<file path="config.mk">
export PLATFORM = sky130hd
export DESIGN_NAME = dbs_debug_status
export DESIGN_NICKNAME = d
export VERILOG_FILES = /design/src/core/dbs_pkg.sv /design/src/core/dbs_sticky.sv /design/src/core/dbs_debug_status.sv
export VERILOG_INCLUDE_DIRS = /design/src /design/src/core
export SDC_FILE = /design/constraint.sdc
export NUM_CORES = 1
export LEC_CHECK = 0
export BUFFER_PORTS_ARGS = -buffer_cell sky130_fd_sc_hd__buf_2
export CAP_MARGIN = 20
export CORE_MARGIN = 2
export CORE_UTILIZATION = 32
export CTS_BUF_LIST = sky130_fd_sc_hd__clkbuf_16
export CTS_CLUSTER_DIAMETER = 80
export CTS_CLUSTER_SIZE = 30
export DETAILED_ROUTE_END_ITERATION = 8
export GPL_TIMING_DRIVEN = 0
export HOLD_SLACK_MARGIN = 0.1
export MAX_ROUTING_LAYER = met4
export PLACE_DENSITY = 0.85
export SYNTH_ARGS = -nofsm -noshare
export SYNTH_HDL_FRONTEND = slang
export SYNTH_SLANG_ARGS = --single-unit
export TNS_END_PERCENT = 30
</file>
<file path="constraint.sdc">
create_clock -name clk -period 1.34 [get_ports clk]
set_clock_uncertainty 0.1 [all_clocks]
set_input_delay 0.067 -clock clk [delete_from_list [all_inputs] [get_ports clk]]
set_output_delay 0.067 -clock clk [all_outputs]
set_load 0.02 [all_outputs]
</file>
<file path="src/core/dbs_params.svh">
// Offsets, field positions, reset values and vectors of the debug status block
`ifndef DBS_PARAMS_SVH
`define DBS_PARAMS_SVH

// Register offset
`define DBS_DEBUG_STATUS_OFS 8'h00
`define DBS_RESET_VAL        32'h0000_0000

// Field positions
`define DBS_BIT_DBG_MODE    30
`define DBS_BIT_OTHER_EXC   12
`define DBS_BIT_TLB_FLAG    11
`define DBS_BIT_BUS_FLAG    10
`define DBS_BIT_STEP_EN     8
`define DBS_BIT_SCAN_RST    7
`define DBS_BIT_IRQ_CAUSE   5
`define DBS_BIT_IBRK_CAUSE  4
`define DBS_BIT_SBRK_CAUSE  3
`define DBS_BIT_LBRK_CAUSE  2
`define DBS_BIT_SWBRK_CAUSE 1
`define DBS_BIT_STEP_CAUSE  0

// Return vectors for a coincident other exception
`define DBS_OTHER_VEC_BOOT1 32'hBFC0_0380
`define DBS_OTHER_VEC_BOOT0 32'h8000_0180

// Number of cause bits (bits 5..0)
`define DBS_NCAUSE 6

`endif

</file>
<file path="src/core/dbs_pkg.sv">
// Types of the debug status block
package dbs_pkg;
    typedef enum logic [1:0] {
        DBS_NORMAL,
        DBS_HANDLER
    } dbs_mode_t;
endpackage

</file>
<file path="src/core/dbs_sticky.sv">
// One sticky status flag: hardware set wins over software clear-by-zero
`timescale 1ns/1ps
`default_nettype none
module dbs_sticky (
    // Clock and reset
    input  wire logic clk,
    input  wire logic rst,
    // Set and clear
    input  wire logic set,
    input  wire logic clr,
    // State
    output logic      flag_ff
);
    // Set has priority so a coinciding event is never lost
    always_ff @(posedge clk) begin
        if (rst) begin
            flag_ff <= 1'b0;
        end else if (set) begin
            flag_ff <= 1'b1;
        end else if (clr) begin
            flag_ff <= 1'b0;
        end
    end
endmodule
`default_nettype wire

</file>
<file path="src/core/dbs_debug_status.sv">
// Bits 30 and 12:0 of the debug status register with debug mode tracking
`timescale 1ns/1ps
`default_nettype none
`include "dbs_params.svh"

module dbs_debug_status (
    // Clock and reset
    input  wire logic        clk,
    input  wire logic        rst,
    // Register port
    input  wire logic [7:0]  reg_addr,
    input  wire logic [31:0] reg_wdata,
    input  wire logic        reg_wr,
    input  wire logic        reg_rd,
    output logic [31:0]      reg_rdata_ff,
    // Debug exception entry and cause
    input  wire logic        dbg_exc_take,
    input  wire logic        cause_debug_irq,
    input  wire logic        cause_instr_break,
    input  wire logic        cause_store_break,
    input  wire logic        cause_load_break,
    input  wire logic        cause_sw_break,
    input  wire logic        cause_step,
    input  wire logic        other_exc,
    input  wire logic        debug_return_instr,
    // Faults while in the handler
    input  wire logic        ls_tlb_exc,
    input  wire logic        ls_bus_err,
    // Boot vector select from status logic
    input  wire logic        boot_vector_select,
    // Control outputs
    output logic             debug_mode_flag_ff,
    output logic             step_active_ff,
    output logic             scan_unit_reset_ff,
    output logic             debug_return_pc_hold_ff,
    output logic [31:0]      other_vector_ff
);

    // ------------------------------------------------------------
    // Decode
    // ------------------------------------------------------------
    wire logic        hit_status;
    wire logic        wr_status;
    wire logic        tlb_flag_clr;
    wire logic        bus_flag_clr;
    wire logic        tlb_flag_set;
    wire logic        bus_flag_set;
    wire logic [`DBS_NCAUSE-1:0] cause_vec;
    wire logic [`DBS_NCAUSE-1:0] cause_q;
    wire logic        tlb_flag_q;
    wire logic        bus_flag_q;
    wire logic [31:0] status_word;
    wire logic [31:0] nxt_rdata;
    wire logic        nxt_step_active;

    logic             other_coin_ff;
    logic             step_en_ff;
    dbs_pkg::dbs_mode_t mode_ff;

    assign hit_status = (reg_addr == `DBS_DEBUG_STATUS_OFS);
    assign wr_status  = reg_wr & hit_status;
    // Faults only count while the handler runs
    assign tlb_flag_set = ls_tlb_exc & debug_mode_flag_ff;
    assign bus_flag_set = ls_bus_err & debug_mode_flag_ff;
    assign tlb_flag_clr = wr_status & ~reg_wdata[`DBS_BIT_TLB_FLAG];
    assign bus_flag_clr = wr_status & ~reg_wdata[`DBS_BIT_BUS_FLAG];

    // Cause bits in bit order 5..0
    assign cause_vec = {cause_debug_irq,
                        cause_instr_break,
                        cause_store_break,
                        cause_load_break,
                        cause_sw_break,
                        cause_step};

    // ------------------------------------------------------------
    // Sticky fault flags
    // ------------------------------------------------------------
    dbs_sticky u_tlb_flag (
        .clk     (clk),
        .rst     (rst),
        .set     (tlb_flag_set),
        .clr     (tlb_flag_clr),
        .flag_ff (tlb_flag_q)
    );

    dbs_sticky u_bus_flag (
        .clk     (clk),
        .rst     (rst),
        .set     (bus_flag_set),
        .clr     (bus_flag_clr),
        .flag_ff (bus_flag_q)
    );

    // ------------------------------------------------------------
    // Cause bits: reloaded at each debug exception taken outside the handler, not software writable
    // ------------------------------------------------------------
    genvar gi;
    generate
        for (gi = 0; gi < `DBS_NCAUSE; gi = gi + 1) begin : g_cause
            logic cb_ff;
            // Each entry records a fresh cause set, so stale causes drop out
            always_ff @(posedge clk) begin
                if (rst) begin
                    cb_ff <= 1'b0;
                end else if (dbg_exc_take & ~debug_mode_flag_ff) begin
                    cb_ff <= cause_vec[gi];
                end
            end
            assign cause_q[gi] = cb_ff;
        end
    endgenerate

    // Coincident other exception, captured on entry
    always_ff @(posedge clk) begin
        if (rst) begin
            other_coin_ff <= 1'b0;
        end else if (dbg_exc_take & ~debug_mode_flag_ff) begin
            other_coin_ff <= other_exc;
        end
    end

    // ------------------------------------------------------------
    // Debug mode tracking
    // ------------------------------------------------------------
    // Nested debug exceptions are masked in the handler, so entry is ignored there
    always_ff @(posedge clk) begin
        if (rst) begin
            mode_ff            <= dbs_pkg::DBS_NORMAL;
            debug_mode_flag_ff <= 1'b0;
        end else begin
            case (mode_ff)
                dbs_pkg::DBS_NORMAL: begin
                    if (dbg_exc_take) begin
                        mode_ff            <= dbs_pkg::DBS_HANDLER;
                        debug_mode_flag_ff <= 1'b1;
                    end
                end
                dbs_pkg::DBS_HANDLER: begin
                    if (debug_return_instr) begin
                        mode_ff            <= dbs_pkg::DBS_NORMAL;
                        debug_mode_flag_ff <= 1'b0;
                    end
                end
                default: begin
                    mode_ff            <= dbs_pkg::DBS_NORMAL;
                    debug_mode_flag_ff <= 1'b0;
                end
            endcase
        end
    end

    // ------------------------------------------------------------
    // Writable controls
    // ------------------------------------------------------------
    // Only bits 11, 10, 8 and 7 accept writes; the rest are ignored
    always_ff @(posedge clk) begin
        if (rst) begin
            step_en_ff         <= 1'b0;
            scan_unit_reset_ff <= 1'b0;
        end else if (wr_status) begin
            step_en_ff         <= reg_wdata[`DBS_BIT_STEP_EN];
            scan_unit_reset_ff <= reg_wdata[`DBS_BIT_SCAN_RST];
        end
    end

    // Stepping drops out one cycle after handler entry and stays off there, whatever the enable says
    assign nxt_step_active = step_en_ff & ~debug_mode_flag_ff;

    always_ff @(posedge clk) begin
        if (rst) begin
            step_active_ff <= 1'b0;
        end else begin
            step_active_ff <= nxt_step_active;
        end
    end

    // ------------------------------------------------------------
    // Return PC handling for coincident exceptions
    // ------------------------------------------------------------
    // Hold keeps the other exception's vector out of the return PC; the
    // suggested vector is offered for handler software to load itself
    always_ff @(posedge clk) begin
        if (rst) begin
            debug_return_pc_hold_ff <= 1'b0;
            other_vector_ff         <= `DBS_RESET_VAL;
        end else begin
            debug_return_pc_hold_ff <= dbg_exc_take & other_exc
                                       & ~debug_mode_flag_ff;
            other_vector_ff         <= boot_vector_select ? `DBS_OTHER_VEC_BOOT1
                                                          : `DBS_OTHER_VEC_BOOT0;
        end
    end

    // ------------------------------------------------------------
    // Read path
    // ------------------------------------------------------------
    // Bits 31, 29:13 belong elsewhere or are reserved and read zero
    assign status_word = {1'b0, debug_mode_flag_ff, 17'h0_0000,
                          other_coin_ff, tlb_flag_q, bus_flag_q, 1'b0, step_en_ff,
                          scan_unit_reset_ff, 1'b0, cause_q};
    assign nxt_rdata   = (reg_rd & hit_status) ? status_word : 32'h0000_0000;

    always_ff @(posedge clk) begin
        if (rst) begin
            reg_rdata_ff <= `DBS_RESET_VAL;
        end else begin
            reg_rdata_ff <= nxt_rdata;
        end
    end

    // ------------------------------------------------------------
    // Assertions
    // ------------------------------------------------------------
    property p_tlb_set;
        @(posedge clk) disable iff (rst)
        tlb_flag_set |=> tlb_flag_q;
    endproperty
    a_tlb_set: assert property (p_tlb_set) else $error("tlb flag not set");

    // A fault outside the handler must leave a clear flag clear
    property p_tlb_out;
        @(posedge clk) disable iff (rst)
        (ls_tlb_exc & ~debug_mode_flag_ff & ~tlb_flag_q) |=> ~tlb_flag_q;
    endproperty
    a_tlb_out: assert property (p_tlb_out) else $error("tlb flag set outside handler");

    property p_tlb_clr;
        @(posedge clk) disable iff (rst)
        (tlb_flag_clr & ~tlb_flag_set) |=> ~tlb_flag_q;
    endproperty
    a_tlb_clr: assert property (p_tlb_clr) else $error("tlb flag not cleared");

    property p_tlb_one;
        @(posedge clk) disable iff (rst)
        (wr_status & reg_wdata[`DBS_BIT_TLB_FLAG] & ~tlb_flag_set) |=> (tlb_flag_q == $past(tlb_flag_q));
    endproperty
    a_tlb_one: assert property (p_tlb_one) else $error("tlb flag changed on one");

    property p_bus_set;
        @(posedge clk) disable iff (rst)
        (ls_bus_err & debug_mode_flag_ff) |=> bus_flag_q;
    endproperty
    a_bus_set: assert property (p_bus_set) else $error("bus flag not set");

    property p_bus_clr;
        @(posedge clk) disable iff (rst)
        (bus_flag_clr & ~bus_flag_set) |=> ~bus_flag_q;
    endproperty
    a_bus_clr: assert property (p_bus_clr) else $error("bus flag not cleared");

    property p_bus_one;
        @(posedge clk) disable iff (rst)
        (wr_status & reg_wdata[`DBS_BIT_BUS_FLAG] & ~bus_flag_set) |=> (bus_flag_q == $past(bus_flag_q));
    endproperty
    a_bus_one: assert property (p_bus_one) else $error("bus flag changed on one");

    property p_step_off;
        @(posedge clk) disable iff (rst)
        debug_mode_flag_ff |=> ~step_active_ff;
    endproperty
    a_step_off: assert property (p_step_off) else $error("step active in handler");

    property p_ctrl_wr;
        @(posedge clk) disable iff (rst)
        wr_status |=> (step_en_ff == $past(reg_wdata[`DBS_BIT_STEP_EN]))
                      && (scan_unit_reset_ff == $past(reg_wdata[`DBS_BIT_SCAN_RST]));
    endproperty
    a_ctrl_wr: assert property (p_ctrl_wr) else $error("control write lost");

    property p_entry;
        @(posedge clk) disable iff (rst)
        (dbg_exc_take & ~debug_mode_flag_ff) |=> debug_mode_flag_ff
            && (cause_q == $past(cause_vec)) && (other_coin_ff == $past(other_exc));
    endproperty
    a_entry: assert property (p_entry) else $error("entry capture wrong");

    // Inside the handler the recorded causes and coincidence bit stay put
    property p_nest_keep;
        @(posedge clk) disable iff (rst)
        debug_mode_flag_ff |=> (cause_q == $past(cause_q)) && (other_coin_ff == $past(other_coin_ff));
    endproperty
    a_nest_keep: assert property (p_nest_keep) else $error("status changed in handler");

    property p_mode_exit;
        @(posedge clk) disable iff (rst)
        (debug_mode_flag_ff & debug_return_instr) |=> ~debug_mode_flag_ff;
    endproperty
    a_mode_exit: assert property (p_mode_exit) else $error("mode kept after return");

    property p_other_hold;
        @(posedge clk) disable iff (rst)
        (dbg_exc_take & other_exc & ~debug_mode_flag_ff) |=> debug_return_pc_hold_ff;
    endproperty
    a_other_hold: assert property (p_other_hold) else $error("return pc not held");

    property p_other_vec;
        @(posedge clk) disable iff (rst)
        1'b1 |=> (other_vector_ff == ($past(boot_vector_select) ? `DBS_OTHER_VEC_BOOT1
                                                                : `DBS_OTHER_VEC_BOOT0));
    endproperty
    a_other_vec: assert property (p_other_vec) else $error("suggested vector wrong");

    property p_ro;
        @(posedge clk) disable iff (rst)
        (wr_status & ~dbg_exc_take) |=> (cause_q == $past(cause_q));
    endproperty
    a_ro: assert property (p_ro) else $error("read-only bits written");

    property p_read;
        @(posedge clk) disable iff (rst)
        (reg_rd & hit_status) |=> (reg_rdata_ff[29:13] == 17'h0_0000) && (reg_rdata_ff[9] == 1'b0);
    endproperty
    a_read: assert property (p_read) else $error("reserved bits nonzero");

    // Read data stand for one cycle only, zero elsewhere
    property p_rdata_idle;
        @(posedge clk) disable iff (rst)
        ~(reg_rd & hit_status) |=> (reg_rdata_ff == 32'h0000_0000);
    endproperty
    a_rdata_idle: assert property (p_rdata_idle) else $error("read data outside read slot");

    c_entry:  cover property (@(posedge clk) disable iff (rst) dbg_exc_take ##[1:20] debug_return_instr);
    c_tlb:    cover property (@(posedge clk) disable iff (rst) tlb_flag_set && tlb_flag_clr);
    c_other:  cover property (@(posedge clk) disable iff (rst) dbg_exc_take && other_exc);
    c_step:   cover property (@(posedge clk) disable iff (rst) step_active_ff);

endmodule
`default_nettype wire

</file>
* Word level (Yosys, flattened, before mapping)
Index checks and enable logic that the tools add are counted.
** Cells by class
- Add/sub/neg operators :: 0
- Multipliers :: 0
- Div/mod/pow operators :: 0
- Order comparisons :: 0
- Eq/ne operators :: 3
- Shift-type cells :: 0
- Mux-type cells :: 11
- Bitwise logic cells :: 14
- Reduce and logical (&&, ||, !) cells :: 6
** Operators with widths (count)
- $mux 30 :: 1
- $and 1x1->1 :: 10
- $logic_not 8->1 :: 1
- $mux 1 :: 6
- $mux 2 :: 2
- $ne 2x2->1 const B :: 2
- $not 1->1 :: 4
- $pmux 2 s2 :: 1
- $reduce_bool 2->1 :: 2
- $eq 2x1->1 const B :: 1
- $logic_not 2->1 :: 1
- $pmux 1 s2 :: 1
- $reduce_and 2->1 :: 1
- $reduce_or 2->1 :: 1
** Storage, ports and cells
- Bits in registers :: 80
- Bits in latches :: 0
- RAM bits :: 0
- Bits in read-only memories :: 0
- Output and inout bits :: 68
- Logic and storage cells :: 52
- Memories kept :: 0

* Depth between registers and ports, before layout
- Depth after elaboration :: 5
- Gate-level depth with buffers :: 4
- Gate-level depth less buffers :: 3

* Modules after synthesis
A second synthesis with hierarchy kept.
** Second synthesis, totals
- Cell total of the unflattened synthesis :: 147
- Area, all modules :: 1342.5 um^2
** Modules (own cells, without submodules)
- dbs_debug_status :: instances 1, cells an instance 139, area each 1265.0 um^2, seq. area each 520.5 um^2
- dbs_sticky :: instances 2, cells an instance 4, area each 38.8 um^2, seq. area each 20.0 um^2

* Least setup slack after synthesis
Ideal clock, no wire load.
- Kind :: input to register
- Start point :: in reg_addr[1]
- End point :: reg reg_rdata_ff[30]
- Arrival :: 1.173 ns
- Required time :: 1.180 ns
- Setup slack :: 0.007 ns
- Stages on the path :: 4
- Cells stage by stage :: or4_4 nor4b_4 buf_4 and2_1
** Between the ends
- Cells in the longest elaborated chain, start to end :: 4
** Ends and longest elaborated chain
- start: declaration :: RTL line dbs_debug_status.sv:11 : input wire logic [7:0] reg_addr,
- $logic_not 8->1 (no source line)
- $and 1x1->1 :: RTL line dbs_debug_status.sv:202 : assign nxt_rdata = (reg_rd & hit_status) ? status_word : 32'h0000_0000;
- $not 1->1 (no source line)
- $reduce_or 2->1 (no source line)
- end signal: assignment :: RTL line dbs_debug_status.sv:206 : reg_rdata_ff <= `DBS_RESET_VAL;
- end signal: assignment :: RTL line dbs_debug_status.sv:208 : reg_rdata_ff <= nxt_rdata;
- end: declaration :: RTL line dbs_debug_status.sv:15 : output logic [31:0] reg_rdata_ff,
Every way passes these cells.
A chain may end at the register's enable or synchronous reset.

* Worst setup path in the final report
- Start point :: in reg_addr[5]
- End point :: reg reg_rdata_ff[30]
The elaborated chain is that of the path after synthesis.

==> impl_metrics.csv <==
group,metric,value,unit
outcome,status,"complete, no violations",
yosys,synth_cells,141,
cts,cts.path.max_buffers,2,
timing,layout_setup_ws,0.0485,ns
drt,drt_iter0_drc,24,
pwr,power_density,944,nW/um2
yosys,yosys_warnings,0,
floorplan,die_x,67.6,um
place,dp_cells,285,
worst_setup_path,crit_chain,"buf_2 > or4_4 > nor4b_4 > buf_6 > and2_1",
worst_setup_path,crit_path_start_kind,"primary input",
place,dpl-instance-area,1780,um2
cts,postCtsSetupBuffers,0,
cells_and_area,post-route-util,51.3,%
worst_setup_path,crit_path_max_incr_delay,0.57,ns
global_route,grt_max_degree,15,
worst_setup_path,crit_arrival,1.39,ns
yosys,synth-simple-area-share,18.6,%
yosys,ys_ff_latch,28,
timing,hold_viol_final,0,
cts,cts_tree,"yes",
pwr,total_leakage_power,1.11,nW
global_route,antenna_found_initial,0,
timing,timing.fmax,774,MHz
cells_and_area,instances_no_fill,304,
cells_and_area,final_layout_size_suffix_gt1_share,44.9,%
yosys,synthAdderAreaFrac,0,%
cells_and_area,fin_nets,312,
pwr,p_total,1.91,mW
place,dp_hpwl,1.95,mm
yosys,synth_edf_count,0,
job,max-cap-violations,0,
yosys,synth_top_family_by_area,"buffers and inverters",
drt,vias,1083,
drt,wl_per_cell,8.65,um
cells_and_area,final-seq-area,561,um2
place,numPortBuffers,55,
cells_and_area,final_common_cell,"buf_2",
cts,clkLatencyLatePin,0.26,ns
cells_and_area,insertedDiodeCount,0,
timing,setup_viol,0,
cts,root_buffer,"clkbuf_16",
global_route,overflow,0,
yosys,syn_area_per_cell,9.18,um2
timing,post-route-period-util,96.4,%
yosys,synthArstFlopShare,0,%
worst_setup_path,path_max_fanout,10,
yosys,yosysSeqAreaShare,43.3,%
floorplan,coreArea,3940,um2
drt,via_per_inst,3.56,
yosys,synth_ff_type,"dfxtp_1",
cells_and_area,finish.instance_area,2020,um2
place,gp_congestion,0.727,
floorplan,die_area,4570,um2
global_route,grt_usage,11.6,%
floorplan,ios,124,
timing,hold_ws,0.120,ns
worst_setup_path,crit_required,1.44,ns
place,pre_cts_slack,-0.280,ns
timing,fin_crit,1.29,ns
worst_hold_path,min_path_type,"in2reg",
drt,post-route-drc-count,0,
drt,totalWireLength,2.63,mm
yosys,yosys.area_share.xor_xnor,0,%
global_route,grt_pass1_wl,3.85,mm
drt,first_pass_iters,4,
drt,ant_nets,0,
cts,cts_sinks,28,
yosys,synth_cell_type_count,17,
worst_setup_path,criticalPathCategory,"in2reg",
timing,rsz0062_at_grt,"true",
yosys,synth_area,1290,um2
cts,htreeDepth,1,
cts,cts_buffers,3,
floorplan,num_rows,23,
worst_setup_path,endpoint_kind,"flip-flop",
global_route,first_global_vias,866,
pwr,vdd_drop_max,395,uV
worst_setup_path,slowest_stage,"or4_4",
timing,drv_slew,0,
cells_and_area,final_cell_mix,"55 x buf_2, 50 x buf_4, 40 x conb_1, 28 x dfxtp_1, 20 x nand2_1",
cells_and_area,area_delta_synth_final,56.4,%
cts,clk_pin_slew,0.06,ns
timing,finalSetupTns,0,ns
cells_and_area,multiInputGateArea,483,um2
floorplan,die_h,67.6,um
floorplan,initial_core_util,32.8,%
yosys,synth_mux_area_share,1.55,%
yosys,synth-compound-area-share,5.22,%
cells_and_area,fillerInstances,361,
[per-layer routing]
layer	wire (um)	part of all wire (%)	global-route usage, %	up-vias
met3	265	10	1.50	5
met1	1020	39	13.4	436
li1	-	-	-	582
met2	1300	49	19.7	60
met5	0	0	-	-
met4	44	1.7	5.36	0
[worst max-delay path: cells and delay by family]
| kind | cells | cell delay, ns |
|---|---|---|
| buf+inv | 2 | 0.27 |
| simple gates | 3 | 1.05 |
[final cells by class]
class,instances,share of cell area (%)
sequential,28,27.7
inverter,2,0.371
clock buffer,3,3.71
timing repair buffer,71,21.5
buffer,54,19.7
multi-input combinational,96,23.9
tap,50,3.09
[worst paths after layout]
kind / start / to / slack (ns) / cells past startpoint
max: reg_addr[5] / reg_rdata_ff[30] / 0.05 / 5
min: reg_rd / reg_rdata_ff[8] / 0.12 / 3
max reg2reg: debug_mode_flag_ff / g_cause[2].cb_ff / 0.10 / 4
min reg2reg: g_cause[1].cb_ff / g_cause[1].cb_ff / 0.35 / 2
[logic make-up after synthesis]
kind of cell           count (synthesis)
DFF                                   28
AOI/OAI and AO/OA                     12
muxes                                  2
other                                  1
and+or+nand+nor                       42
buffers and inverters                 56
[Yosys cell counts (2+ instances only)]
library cell | number | share of area [%]
a21oi_1 | 10 | 3.9
and2_1 | 12 | 5.8
buf_4 | 51 | 30
clkbuf_1 | 3 | 0.87
dfxtp_1 | 28 | 43
inv_1 | 2 | 0.58
mux2i_1 | 2 | 1.5
nand2_1 | 20 | 5.8
nand2b_1 | 2 | 0.97
nor2b_1 | 2 | 0.97
o41ai_1 | 2 | 1.4
or4_4 | 2 | 1.7
[registers in the layout (all words and copies together) (netlist names)]
name and flops:
debug_mode_flag_ff 1, debug_return_pc_hold_ff 1, g_cause.cb_ff 6, other_coin_ff 1
other_vector_ff 2, reg_rdata_ff 12, scan_unit_reset_ff 1, step_active_ff 1
step_en_ff 1, u_bus_flag.flag_ff 1, u_tlb_flag.flag_ff 1
[timing repair]
action,in CTS,in global routing
hold buffers,17,0
pin swaps,0,1
gates resized for setup,2,1
endpoints found under the hold margin,16,0
setup endpoints to repair,3,15
[report_power, final]
part | leakage (nW) | total [mW] | internal (mW) | switching, mW
combinational | 0.849 | 0.399 | 0.191 | 0.208
sequential | 0.228 | 0.871 | 0.855 | 0.0157
clock | 0.0370 | 0.640 | 0.395 | 0.245
total | 1.11 | 1.91 | 1.44 | 0.469
(Power assumes the default switching activity.)
